===== config.mk =====
export PLATFORM = sky130hd
export DESIGN_NAME = frc_ramp_regs
export DESIGN_NICKNAME = d
export VERILOG_FILES = /design/src/include/frc_pkg.sv /design/src/core/frc_serial_rx.sv /design/src/core/frc_ramp_regs.sv
export SDC_FILE = /design/constraint.sdc
export NUM_CORES = 1
export LEC_CHECK = 0
export BUFFER_PORTS_ARGS = -buffer_cell sky130_fd_sc_hd__buf_4
export CORE_MARGIN = 2
export CORE_UTILIZATION = 40
export DETAILED_ROUTE_END_ITERATION = 6
export REMOVE_ABC_BUFFERS = 1
export SYNTH_ARGS = -nofsm -noshare
export SYNTH_HDL_FRONTEND = slang
export SYNTH_SLANG_ARGS = --single-unit

===== constraint.sdc =====
create_clock -name i_clk -period 2.5 [get_ports i_clk]
set_input_delay 0.25 -clock i_clk [delete_from_list [all_inputs] [get_ports i_clk]]
set_output_delay 0.25 -clock i_clk [all_outputs]
set_load 0.005 [all_outputs]

===== src/include/frc_pkg.sv =====
package frc_pkg;
  localparam int WORD_W = 32;
  localparam int ADDR_W = 5;
  localparam int CNT_W = 6;
  localparam int SYNC_N = 3;

  // five low address bits of a serial word pick the register
  localparam logic [ADDR_W-1:0] A_R5 = 5'h05;
  localparam logic [ADDR_W-1:0] A_MODE = 5'h0b;
  localparam logic [ADDR_W-1:0] A_CP = 5'h0c;
  localparam logic [ADDR_W-1:0] A_DIV = 5'h0d;
  localparam logic [ADDR_W-1:0] A_DEV = 5'h0e;
  localparam logic [ADDR_W-1:0] A_STEP = 5'h0f;
  localparam logic [ADDR_W-1:0] A_DLY = 5'h10;
  localparam logic [ADDR_W-1:0] A_FIXED = 5'h11;

  localparam int B_R5_EN = 29;
  localparam int B_SD_KEEP = 11;
  localparam int B_SGL_TRI = 9;
  localparam int B_MODE_LO = 7;
  localparam int B_CNT_CLR = 5;
  localparam int B_CP_LO = 17;
  localparam int B_CP_TRI = 15;
  localparam int B_LE_SYNC = 21;
  localparam int B_CDM_LO = 19;
  localparam int B_TDIV_LO = 7;
  localparam int B_TDIV_SEL_LO = 5;
  localparam int B_TRIG_INV = 31;
  localparam int B_TRIG_CLK = 30;
  localparam int B_DEV_SEL_LO = 25;
  localparam int B_OFS_LO = 21;
  localparam int B_DEV_LO = 5;
  localparam int B_STEP_SEL_LO = 25;
  localparam int B_STEP_LO = 3;
  localparam int B_TRIG_EN = 20;
  localparam int B_DLY_EN = 19;
  localparam int B_DLY_SEL_LO = 23;
  localparam int B_DLY_LO = 5;

  localparam int CP_W = 4;
  localparam int TDIV_W = 12;
  localparam int DEV_W = 16;
  localparam int OFS_W = 4;
  localparam int STEP_W = 20;
  localparam int DLY_W = 12;
  localparam int SCL_W = 31;
  localparam int SLOT_N = 4;

  localparam logic [CNT_W-1:0] BITS_FULL = 6'h20;
  localparam logic [CNT_W-1:0] BITS_MAX = 6'h3f;
  // pin order strobe, data, clock; the strobe idles high, so no false
  // strobe edge follows reset
  localparam logic [SYNC_N-1:0] PINS_IDLE = 3'h4;

  typedef enum logic [1:0] {
    RM_CONT_SAW = 2'h0,
    RM_CONT_TRI = 2'h1,
    RM_SGL_SAW = 2'h2,
    RM_SGL_BURST = 2'h3
  } frc_ramp_mode_t;

  typedef enum logic [1:0] {
    RS_IDLE = 2'h0,
    RS_DELAY = 2'h1,
    RS_RUN = 2'h3
  } frc_run_t;

  typedef struct packed {
    logic sd_keep;
    logic single_tri;
    frc_ramp_mode_t ramp_mode;
    logic counter_clear;
    logic [CP_W-1:0] cp_current;
    logic cp_tristate;
    logic le_sync;
    logic divider_mode_hi;
    logic divider_mode_lo;
    logic trig_invert;
    logic trig_clocks_ramp;
    logic trig_enable;
    logic delay_enable;
  } frc_cfg_t;

  typedef struct packed {
    logic [SLOT_N-1:0][TDIV_W-1:0] ramp_timer_divider;
    logic [SLOT_N-1:0][DEV_W-1:0] dev_word;
    logic [SLOT_N-1:0][OFS_W-1:0] dev_offset;
    logic [SLOT_N-1:0][STEP_W-1:0] step_count;
    logic [SLOT_N-1:0][DLY_W-1:0] delay_word;
  } frc_slots_t;

  localparam frc_cfg_t CFG_RST = '0;
  localparam frc_slots_t SLOTS_RST = '0;
endpackage


===== src/core/frc_serial_rx.sv =====
module frc_serial_rx
  import frc_pkg::*;
(
  input wire logic i_clk,
  input wire logic i_nrst,
  input wire logic i_sclk,
  input wire logic i_sdata,
  input wire logic i_load_strobe,
  output logic [WORD_W-1:0] o_word,
  output logic o_vld
);
  logic [SYNC_N-1:0] pins;
  logic [SYNC_N-1:0] s1_ff, s2_ff, s3_ff, lvl_ff, prev_ff;
  logic [SYNC_N-1:0] nxt_lvl;
  logic [WORD_W-1:0] sh_ff, nxt_sh, word_ff, nxt_word;
  logic [CNT_W-1:0] cnt_ff, nxt_cnt;
  logic vld_ff, nxt_vld;
  logic clk_rise, le_rise;

  assign pins = {i_load_strobe, i_sdata, i_sclk};

  // a pin level only counts once stages two and three agree
  genvar g;
  generate
    for (g = 0; g < SYNC_N; g++)
    begin : g_filt
      assign nxt_lvl[g] = (s2_ff[g] == s3_ff[g]) ? s3_ff[g] : lvl_ff[g];
    end
  endgenerate

  assign clk_rise = lvl_ff[0] & ~prev_ff[0];
  assign le_rise = lvl_ff[2] & ~prev_ff[2];

  always_comb
  begin
    nxt_sh = sh_ff;
    nxt_cnt = cnt_ff;
    nxt_word = word_ff;
    nxt_vld = 1'b0;
    if (le_rise)
    begin
      // short or long frames are dropped, old settings stay
      if (cnt_ff == BITS_FULL)
      begin
        nxt_word = sh_ff;
        nxt_vld = 1'b1;
      end
      nxt_cnt = '0;
    end
    else if (clk_rise && !lvl_ff[2])
    begin
      nxt_sh = {sh_ff[WORD_W-2:0], lvl_ff[1]};
      if (cnt_ff != BITS_MAX)
      begin
        nxt_cnt = cnt_ff + 6'h01;
      end
    end
  end

  always_ff @(posedge i_clk or negedge i_nrst)
  begin
    if (!i_nrst)
    begin
      s1_ff <= PINS_IDLE;
      s2_ff <= PINS_IDLE;
      s3_ff <= PINS_IDLE;
      lvl_ff <= PINS_IDLE;
      prev_ff <= PINS_IDLE;
      sh_ff <= '0;
      cnt_ff <= '0;
      word_ff <= '0;
      vld_ff <= 1'b0;
    end
    else
    begin
      s1_ff <= pins;
      s2_ff <= s1_ff;
      s3_ff <= s2_ff;
      lvl_ff <= nxt_lvl;
      prev_ff <= lvl_ff;
      sh_ff <= nxt_sh;
      cnt_ff <= nxt_cnt;
      word_ff <= nxt_word;
      vld_ff <= nxt_vld;
    end
  end

  assign o_word = word_ff;
  assign o_vld = vld_ff;
endmodule // frc_serial_rx


===== src/core/frc_ramp_regs.sv =====
// What this block does
// - address 01011, 01100, 01101 load ramp-mode, charge-pump, divider.
// - address 01110, 01111, 10000 load deviation, step, delay.
// - sd-keep bit 0 resets modulator on each register five write.
// - single full triangle enabled by bit 9, only with burst mode.
// - two-bit ramp mode field picks the generated waveform.
// - counter clear bit 1 holds counters in reset, 0 releases.
// - four-bit field sets charge pump current to the loop.
// - tristate bit 1 puts charge pump output high impedance.
// - le-sync bit 1 retimes the load strobe to reference input.
// - 12-bit ramp timer divider stored in the selected slot.
// - trigger invert bit picks rising or falling active edge.
// - trigger-clock bit chooses divider tick or trigger pin.
// - deviation select picks which of four deviation slots loads.
// - four-bit deviation offset scales the deviation step.
// - 16-bit deviation word is signed two's complement.
// - 20-bit step count loads into the selected step slot.
// - trigger enable lets trigger plus register five bit start ramp.
// - with trigger enable set, ramps start and stop only on a trigger after enable changes.
// - delay enable and 12-bit delay word in selected delay slot.
module frc_ramp_regs
  import frc_pkg::*;
(
  input wire logic i_clk,
  input wire logic i_nrst,
  input wire logic i_sclk,
  input wire logic i_sdata,
  input wire logic i_load_strobe,
  input wire logic i_reference_input,
  input wire logic i_trigger_pin,
  input wire logic i_div_tick,
  output frc_cfg_t o_cfg,
  output frc_slots_t o_slots,
  output logic [SLOT_N-1:0][SCL_W-1:0] o_dev_step,
  output logic o_single_tri,
  output logic o_sd_reset,
  output logic o_ramp_step,
  output logic o_ramp_run
);
  logic [WORD_W-1:0] wd;
  logic wd_vld;
  logic [ADDR_W-1:0] wd_addr;

  frc_serial_rx u_rx (
    .i_clk(i_clk),
    .i_nrst(i_nrst),
    .i_sclk(i_sclk),
    .i_sdata(i_sdata),
    .i_load_strobe(i_load_strobe),
    .o_word(wd),
    .o_vld(wd_vld)
  );

  assign wd_addr = wd[ADDR_W-1:0];

  // reference and trigger pins, bit 0 reference, bit 1 trigger
  logic [1:0] pin_in;
  logic [1:0] p1_ff, p2_ff, p3_ff, plvl_ff, pprev_ff;
  logic [1:0] nxt_plvl;
  logic ref_rise, trig_rise, trig_fall, trig_act;

  assign pin_in = {i_trigger_pin, i_reference_input};

  genvar g;
  generate
    for (g = 0; g < 2; g++)
    begin : g_pin
      assign nxt_plvl[g] = (p2_ff[g] == p3_ff[g]) ? p3_ff[g] : plvl_ff[g];
    end
  endgenerate

  always_ff @(posedge i_clk or negedge i_nrst)
  begin
    if (!i_nrst)
    begin
      p1_ff <= '0;
      p2_ff <= '0;
      p3_ff <= '0;
      plvl_ff <= '0;
      pprev_ff <= '0;
    end
    else
    begin
      p1_ff <= pin_in;
      p2_ff <= p1_ff;
      p3_ff <= p2_ff;
      plvl_ff <= nxt_plvl;
      pprev_ff <= plvl_ff;
    end
  end

  assign ref_rise = plvl_ff[0] & ~pprev_ff[0];
  assign trig_rise = plvl_ff[1] & ~pprev_ff[1];
  assign trig_fall = ~plvl_ff[1] & pprev_ff[1];

  // register state
  frc_cfg_t cfg_ff, nxt_cfg;
  frc_slots_t slots_ff, nxt_slots;
  logic r5_en_ff, nxt_r5_en;
  logic pend_ff, nxt_pend;
  logic sdr_ff, nxt_sdr;
  logic commit;

  assign trig_act = cfg_ff.trig_invert ? trig_fall : trig_rise;

  // a frame waiting for the reference edge is held in the receiver word,
  // which cannot change before another 32 bits arrive
  assign commit = pend_ff & (~cfg_ff.le_sync | ref_rise);

  always_comb
  begin
    nxt_pend = (pend_ff & ~commit) | wd_vld;
    nxt_cfg = cfg_ff;
    nxt_slots = slots_ff;
    nxt_r5_en = r5_en_ff;
    nxt_sdr = 1'b0;
    if (commit)
    begin
      unique case (wd_addr)
        A_R5:
        begin
          // register five lives elsewhere, only its side effects here
          nxt_r5_en = wd[B_R5_EN];
          nxt_sdr = ~cfg_ff.sd_keep;
        end
        A_MODE:
        begin
          nxt_cfg.sd_keep = wd[B_SD_KEEP];
          nxt_cfg.single_tri = wd[B_SGL_TRI];
          nxt_cfg.ramp_mode = frc_ramp_mode_t'(wd[B_MODE_LO +: 2]);
          nxt_cfg.counter_clear = wd[B_CNT_CLR];
        end
        A_CP:
        begin
          nxt_cfg.cp_current = wd[B_CP_LO +: CP_W];
          nxt_cfg.cp_tristate = wd[B_CP_TRI];
        end
        A_DIV:
        begin
          nxt_cfg.le_sync = wd[B_LE_SYNC];
          nxt_cfg.divider_mode_hi = wd[B_CDM_LO + 1];
          nxt_cfg.divider_mode_lo = wd[B_CDM_LO];
          nxt_slots.ramp_timer_divider[wd[B_TDIV_SEL_LO +: 2]] =
            wd[B_TDIV_LO +: TDIV_W];
        end
        A_DEV:
        begin
          nxt_cfg.trig_invert = wd[B_TRIG_INV];
          nxt_cfg.trig_clocks_ramp = wd[B_TRIG_CLK];
          nxt_slots.dev_word[wd[B_DEV_SEL_LO +: 2]] =
            wd[B_DEV_LO +: DEV_W];
          nxt_slots.dev_offset[wd[B_DEV_SEL_LO +: 2]] =
            wd[B_OFS_LO +: OFS_W];
        end
        A_STEP:
        begin
          nxt_slots.step_count[wd[B_STEP_SEL_LO +: 2]] =
            wd[B_STEP_LO +: STEP_W];
        end
        A_DLY:
        begin
          nxt_cfg.trig_enable = wd[B_TRIG_EN];
          nxt_cfg.delay_enable = wd[B_DLY_EN];
          nxt_slots.delay_word[wd[B_DLY_SEL_LO +: 2]] =
            wd[B_DLY_LO +: DLY_W];
        end
        default:
        begin
          // fixed setup word and foreign registers have no state here
        end
      endcase
    end
  end

  always_ff @(posedge i_clk or negedge i_nrst)
  begin
    if (!i_nrst)
    begin
      cfg_ff <= CFG_RST;
      slots_ff <= SLOTS_RST;
      r5_en_ff <= 1'b0;
      pend_ff <= 1'b0;
      sdr_ff <= 1'b0;
    end
    else
    begin
      cfg_ff <= nxt_cfg;
      slots_ff <= nxt_slots;
      r5_en_ff <= nxt_r5_en;
      pend_ff <= nxt_pend;
      sdr_ff <= nxt_sdr;
    end
  end

  // deviation step per slot, sign extended then shifted by the offset
  logic [SLOT_N-1:0][SCL_W-1:0] dev_scl;
  logic [SLOT_N-1:0][SCL_W-1:0] dev_step_ff;

  generate
    for (g = 0; g < SLOT_N; g++)
    begin : g_dev
      logic signed [SCL_W-1:0] ext;
      assign ext = {{(SCL_W-DEV_W){slots_ff.dev_word[g][DEV_W-1]}},
                    slots_ff.dev_word[g]};
      assign dev_scl[g] = ext <<< slots_ff.dev_offset[g];
    end
  endgenerate

  // single triangle is only honoured in burst mode
  logic sgl_ff, nxt_sgl;
  assign nxt_sgl = cfg_ff.single_tri &
                   (cfg_ff.ramp_mode == RM_SGL_BURST);

  // ramp run control
  frc_run_t st_ff, nxt_st;
  logic [DLY_W-1:0] dcnt_ff, nxt_dcnt;
  logic step_ff, nxt_step;
  logic run_ff, nxt_run;
  logic step_src, go, stop;

  assign step_src = cfg_ff.trig_clocks_ramp ? trig_act : i_div_tick;
  assign go = cfg_ff.trig_enable ? (trig_act & r5_en_ff) : r5_en_ff;
  assign stop = cfg_ff.trig_enable ? (trig_act & ~r5_en_ff)
                                   : ~r5_en_ff;

  always_comb
  begin
    nxt_st = st_ff;
    nxt_dcnt = dcnt_ff;
    if (cfg_ff.counter_clear)
    begin
      nxt_st = RS_IDLE;
      nxt_dcnt = '0;
    end
    else
    begin
      unique case (st_ff)
        RS_IDLE:
        begin
          if (go)
          begin
            if (cfg_ff.delay_enable)
            begin
              nxt_st = RS_DELAY;
              nxt_dcnt = slots_ff.delay_word[0];
            end
            else
            begin
              nxt_st = RS_RUN;
            end
          end
        end
        RS_DELAY:
        begin
          if (stop)
          begin
            nxt_st = RS_IDLE;
          end
          else if (dcnt_ff == '0)
          begin
            nxt_st = RS_RUN;
          end
          else if (step_src)
          begin
            nxt_dcnt = dcnt_ff - 12'h001;
          end
        end
        RS_RUN:
        begin
          if (stop)
          begin
            nxt_st = RS_IDLE;
          end
        end
        default:
        begin
          nxt_st = RS_IDLE;
        end
      endcase
    end
    nxt_step = (st_ff == RS_RUN) & step_src & ~cfg_ff.counter_clear;
    nxt_run = (nxt_st == RS_RUN);
  end

  always_ff @(posedge i_clk or negedge i_nrst)
  begin
    if (!i_nrst)
    begin
      st_ff <= RS_IDLE;
      dcnt_ff <= '0;
      step_ff <= 1'b0;
      run_ff <= 1'b0;
      sgl_ff <= 1'b0;
      dev_step_ff <= '0;
    end
    else
    begin
      st_ff <= nxt_st;
      dcnt_ff <= nxt_dcnt;
      step_ff <= nxt_step;
      run_ff <= nxt_run;
      sgl_ff <= nxt_sgl;
      dev_step_ff <= dev_scl;
    end
  end

  assign o_cfg = cfg_ff;
  assign o_slots = slots_ff;
  assign o_dev_step = dev_step_ff;
  assign o_single_tri = sgl_ff;
  assign o_sd_reset = sdr_ff;
  assign o_ramp_step = step_ff;
  assign o_ramp_run = run_ff;
endmodule // frc_ramp_regs


* Yosys cells after proc, flatten, opt, wreduce, memory -nomap -nowiden
Index checks and enable logic that the tools add are counted.
Cells by class: $add $sub $neg 2, magnitude comparators 6, eq/ne operators 23, shift-type cells 4, multiplexer cells 40, bitwise logic cells 25, reductions and logical operators 21
Operator list (number):
- $sshl 16x4->31 | 4
- $bwmux 48 | 2
- $mux 12 | 8
- $bwmux 80 | 1
- $bwmux 64 | 1
- $demux 12 s2 | 2
- $demux 20 s2 | 1
- $demux 16 s2 | 1
- $eq 5x4->1 const B | 5
- $pmux 12 s2 | 1
- $mux 20 | 1
- $reduce_and 2->1 | 10
- $mux 6 | 3
- $bwmux 16 | 1
- $mux 16 | 1
- $ne 3x3->1 const B | 5
- $and 1x1->1 | 12
- $logic_not 12->1 | 1
- $mux 2 | 6
- $sub 12x1->12 const B | 1
- $not 1->1 | 11
- $lt 2x3->1 const B | 3
- $demux 4 s2 | 1
- $mux 1 | 8
- 18 further kinds | 31
Word-level totals: register bits after elaboration 513, input port bits 8, output and inout port bits 401, word-level logic and storage cells 183

* Depth between registers and ports, before layout
depth in word-level cells 9, gate-level depth with buffers 8, gate-level depth less buffers 6

* Cells and area by module
A second synthesis with hierarchy kept.
Unflattened totals: cell total of the unflattened synthesis 1491, area total of the unflattened synthesis 21573.2 um2
By module, submodules not included:
- frc_ramp_regs | instances 1, cells an instance 1300, area an instance 18276.3 um2, sequential area each 10685.2 um2
- frc_serial_rx | instances 1, cells an instance 191, area an instance 3296.9 um2, sequential area each 2133.3 um2

* Least setup slack after synthesis
No wires, ideal clock.
path type flip-flop to flip-flop, start reg pprev_ff[0], end reg slots_ff, in the netlist o_slots[233], setup time 0.125 ns, arrival 1.860 ns, required time 2.375 ns, slack 0.515 ns, cell stages (with the launch flop) 7, path buffers 1, clock period less this slack 1.985 ns, cell sequence dfrtp_1 > and2b_1 > o2111ai_1 > or3_4 > nor3b_2 > buf_4 > mux2_2
On the way: cells in the longest elaborated chain, start to end 5
Ends and longest elaborated chain:
- from (decl) | line frc_ramp_regs.sv:58 | logic [1:0] p1_ff, p2_ff, p3_ff, plvl_ff, pprev_ff;
- from (signal assigned) | line frc_ramp_regs.sv:88 | pprev_ff <= plvl_ff;
- $not 1->1 | line frc_ramp_regs.sv:92 | assign ref_rise = plvl_ff[0] & ~pprev_ff[0];
- $and 1x1->1 | line frc_ramp_regs.sv:92
- $or 1x1->1 | line frc_ramp_regs.sv:108 | assign commit = pend_ff & (~cfg_ff.le_sync | ref_rise);
- $and 1x1->1 | line frc_ramp_regs.sv:108
- $reduce_and 2->1 (no source line)
- to (signal assigned) | line frc_ramp_regs.sv:188 | slots_ff <= nxt_slots;
- to (decl) | line frc_ramp_regs.sv:98 | frc_slots_t slots_ff, nxt_slots;
No other way between the ends. A chain may end at the register's enable or synchronous reset.

* Final worst setup path
start reg pprev_ff[0], end reg slots_ff, in the netlist o_slots[145]
Same word-level chain as after synthesis.

==> impl_summary.md <==
Layout
The diode insertion count for antenna repair is 0. The summed area of non-filler cells in the final layout is 0.0273 sq mm. In the final layout, the share of cells above drive strength 1 is 47.5%. From synthesis to final layout, the design area changed by 28.3%. In the final design database the tool counted 2,005 nets.

The number of fillers in the final layout is 4,661.

Global routing
The total routing usage reported by global routing is 21.5%. The maximum number of pins on one net before global-route repair is 91. The number of global-route vias before repair is 14,500. The leftover overflow at the end of global routing is 0. The number of antenna violations at the first check in global routing is 1. The wire length of the first global-routing pass is 89.5 mm.

Worst setup path
At the worst endpoint, the arrival time is 2.77 ns. In this run the register-to-register setup slack is 0.22 ns. The slowest stage cell on the critical path is sky130_fd_sc_hd__nand3b_1. The startpoint of the most critical register-to-register path is pprev_ff[0]. The worst endpoint required time is 2.98 ns. The number of cells on the worst reg-to-reg path is 6.

On the critical path the largest part of the delay comes from simple AND/OR/NAND/NOR gates. Along the worst path, the maximum fanout reaches 20. The largest stage delay on the critical path is 0.43 ns. The endpoint identified for the worst register-to-register timing path is o_slots[145].

The kind of critical path is flop to flop. Walking the worst path, the cells encountered are and2b_1, o2111a_1, nand3b_1, nor3_2, buf_4, mux2_2. STA classifies the critical path endpoint as a flop. STA classifies the critical path startpoint as a flop. Counting both buffers and inverters, the worst setup path holds a total of 1.

STA
Setup violations remaining at the end of the flow were counted as 0. Counting I/O delays and the setup requirement, the final critical path takes 2.28 ns. The number of hold violations in the final report is 0. The max-slew violation count came to 0. Headroom to the max-slew limit came out at 26.0%. Setup repair after global routing left no endpoint under its margin.

Hold is met by 0.184 ns. Dividing the final minimum period by the clock period gives 91.3%. Based on the critical path, the design can be clocked at up to 438 MHz.

Between clock sinks in the finished design, the worst skew comes to 0.0128 ns. At the pin with the least slew margin, the transition time is 1.11 ns.

Clocking
The clock latency on the worst-skew pair is 0.60 ns. The count of clock tree sinks is 510. TritonCTS built the clock tree.

TritonCTS created 54 clock buffers. The maximum root-to-sink buffer count is 3. The deepest level of the CTS H-tree is 2. Clock tree synthesis selected as its root buffer the cell sky130_fd_sc_hd__clkbuf_16. The clock-pin transition on the worst setup and hold timing paths is 0.06 ns.

Synthesis
The share of flip-flops with an asynchronous set or reset after synthesis is 100%. The mean cell area of the mapped netlist is 13.6 sq um. Synthesis produced 1,569 cells. After synthesis, the netlist uses 68 different library cells. Of the synthesized area, sequential elements account for 60.0%. The largest total area in the synthesized netlist belongs to sky130_fd_sc_hd__dfrtp_1. The area fraction of the dominant cell type after synthesis is 59.4%. The commonest register cell after synthesis is sky130_fd_sc_hd__dfrtp_1.

The mapped netlist covers 0.0213 sq mm. Yosys printed 0 warnings. The commonest cells after synthesis are 505 x sky130_fd_sc_hd__dfrtp_1, 339 x sky130_fd_sc_hd__mux2_2, 117 x sky130_fd_sc_hd__mux2i_1. The most common cell in the synthesized netlist is sky130_fd_sc_hd__dfrtp_1.

The flop and latch count out of synthesis is 510. In this run, synthesis inferred 0 flip-flops with an integrated enable. By area the synthesized netlist is led by sky130_fd_sc_hd__dfrtp_1 59%, sky130_fd_sc_hd__mux2_2 18%, sky130_fd_sc_hd__mux2i_1 5.5%.

Floorplan
For this configuration, the core starts out at a cell density of 40.5%. Pin placement for this block handled 409 I/O pins. Measured along the x axis, the die boundary spans 235 um.

The die footprint is 0.0550 sq mm. The floorplan step defined a core boundary enclosing 0.0526 sq mm. The floorplan die height is 235 um. The number of core rows is 84.

Outcome
The flow ran to the end, and the final reports show no timing, DRC or antenna violations.

Detailed routing
The first detailed-routing pass took 5 iterations. After detailed routing, the total wire length is 59.8 mm. Once detail routing completed, the nets flagged for antenna violations numbered 0. The mean routed wirelength per cell is 21.9 um. The via density per instance is 5.22. After the first detailed-routing iteration, the DRC count stood at 863. The total number of vias is 14,200. The number of remaining DRC errors is 0.

Power and ir drop
The proportion of power drawn by flip-flops and latches is 49.5%. The net switching power is 3.58 mW. The part of the power in the clock network is 48.5%. In this run switching power makes up 21.0% of total power.

Combinational logic burns 2.1% of the power. The internal power component is 13.5 mW. The leakage dissipation is 14.0 nW. The areal power density over the cells is 626 mW/mm^2. The worst IR drop on VDD is 0.000496 V.

Placement
Routability-driven placement finished with a final weighted congestion of 0.835. Buffers placed on the I/O ports in this run total 408. After legalization and detailed placement, the total HPWL measured 41.2 mm.

After detailed placement, the total cell area comes to 0.0254 sq mm.

Job
The reported max-cap violation count is 0.

Worst hold path
The worst hold path class is primary input to async pin.
[registers in the layout, indices dropped and copies added (netlist names), 6 cells and up]
| name | count |
|---|---|
| dcnt_ff | 12 |
| o_cfg | 17 |
| o_dev_step | 124 |
| o_slots | 256 |
| u_rx.cnt_ff | 6 |
| u_rx.o_word | 30 |
| u_rx.sh_ff | 32 |
[routing by layer]
metal | GRT usage [%] | vias to the layer above | wire length [um]
li1 | - | 6461 | -
met1 | 28.6 | 7338 | 25700
met2 | 36.0 | 360 | 29400
met3 | 4.34 | 78 | 3400
met4 | 5.97 | 0 | 1310
met5 | 0 | - | 0
[final cells by class]
| cell class | count | area [sq um] | share of cell area [%] |
|---|---|---|---|
| flip-flops and latches | 510 | 12800 | 46.8 |
| repair buffers | 478 | 3740 | 13.7 |
| multi-input cells | 928 | 7970 | 29.2 |
| clock buffers | 79 | 1620 | 5.93 |
| clock inverters | 20 | 244 | 0.894 |
| inverters | 22 | 82.6 | 0.303 |
| well taps | 688 | 861 | 3.16 |
[worst reg2reg max path, cell delays in order, from the launching register on]
cell,delay (ns)
sky130_fd_sc_hd__dfrtp_1,0.36
sky130_fd_sc_hd__and2b_1,0.23
sky130_fd_sc_hd__o2111a_1,0.22
sky130_fd_sc_hd__nand3b_1,0.43
sky130_fd_sc_hd__nor3_2,0.25
sky130_fd_sc_hd__buf_4,0.31
sky130_fd_sc_hd__mux2_2,0.38
[cells in the final DEF (no fill, tap or decap), drive strengths merged, types with 5 or more instances in the layout]
cell,instances
dfrtp,505
o21a,8
a21oi,93
nand3,19
clkinv,14
nor2b,17
bufinv,5
mux4,12
nand2b,6
a211oi,18
dlygate4sd3,6
dfstp,5
maj3,5
o22ai,16
nand2,50
nor3b,7
nor3,29
mux2,339
inv,20
mux2i,117
nor2,88
clkbuf,79
buf,472
a31o,13
o21ai,9
o31ai,7
or2,10
[what timing repair did]
item                                   in CTS  in global routing
resized for setup                           0                  0
buffers inserted                            0                  0
hold buffers                                6                  0
endpoints found under the hold margin      44                  0
[kinds of logic after synthesis]
kind of cell    Yosys count  synth area share [%]
mux                     468                  24.7
compound gates          193                  5.99
buf+inv                 131                  2.70
fa+ha+maj                 8                 0.412
flops                   510                  60.0
xor+xnor                  5                 0.206
simple gates            254                  5.91
[stage by stage]
| step | power [mW] | setup TNS, ns | cells | setup slack [ns] | util (%) |
|---|---|---|---|---|---|
| global route | 17.7 | 0 | 2725 | 0.0890 | 51.9 |
| CTS | 17.3 | 0 | 2725 | 0.170 | 51.9 |
| floorplan | 8.69 | -70.54 | 1460 | -1.86 | - |
| global placement | 8.94 | 0 | 2620 | 0.169 | 48.3 |
| detailed placement | 8.95 | 0 | 2620 | 0.179 | 48.3 |
| finish | 17.1 | 0 | 2725 | 0.217 | 51.9 |
[power by group through the flow]
| stage | Sequential (mW) | Combinational, mW | Clock (mW) |
|---|---|---|---|
| 5_1_grt | 8.45 | 0.404 | 8.83 |
| 3_3_place_gp | 8.59 | 0.352 | 0 |
| 2_1_floorplan | 8.56 | 0.129 | 0 |
| 4_1_cts | 8.44 | 0.369 | 8.49 |
| 6_report | 8.44 | 0.351 | 8.27 |
| 3_5_place_dp | 8.59 | 0.360 | 0 |
[worst max-delay path by stage]
stage	start	endpoint	slack (ns)	cells after the start
floorplan	u_rx.lvl_ff[2]	u_rx.o_word[0]	-1.86	4
global placement	pprev_ff[0]	o_slots[149]	0.17	6
detailed placement	pprev_ff[0]	o_slots[150]	0.18	6
CTS	pprev_ff[0]	o_slots[145]	0.17	6
global route	pprev_ff[0]	o_slots[152]	0.09	6
finish	pprev_ff[0]	o_slots[145]	0.22	6
Note: power is estimated with default switching activity, not from simulation.
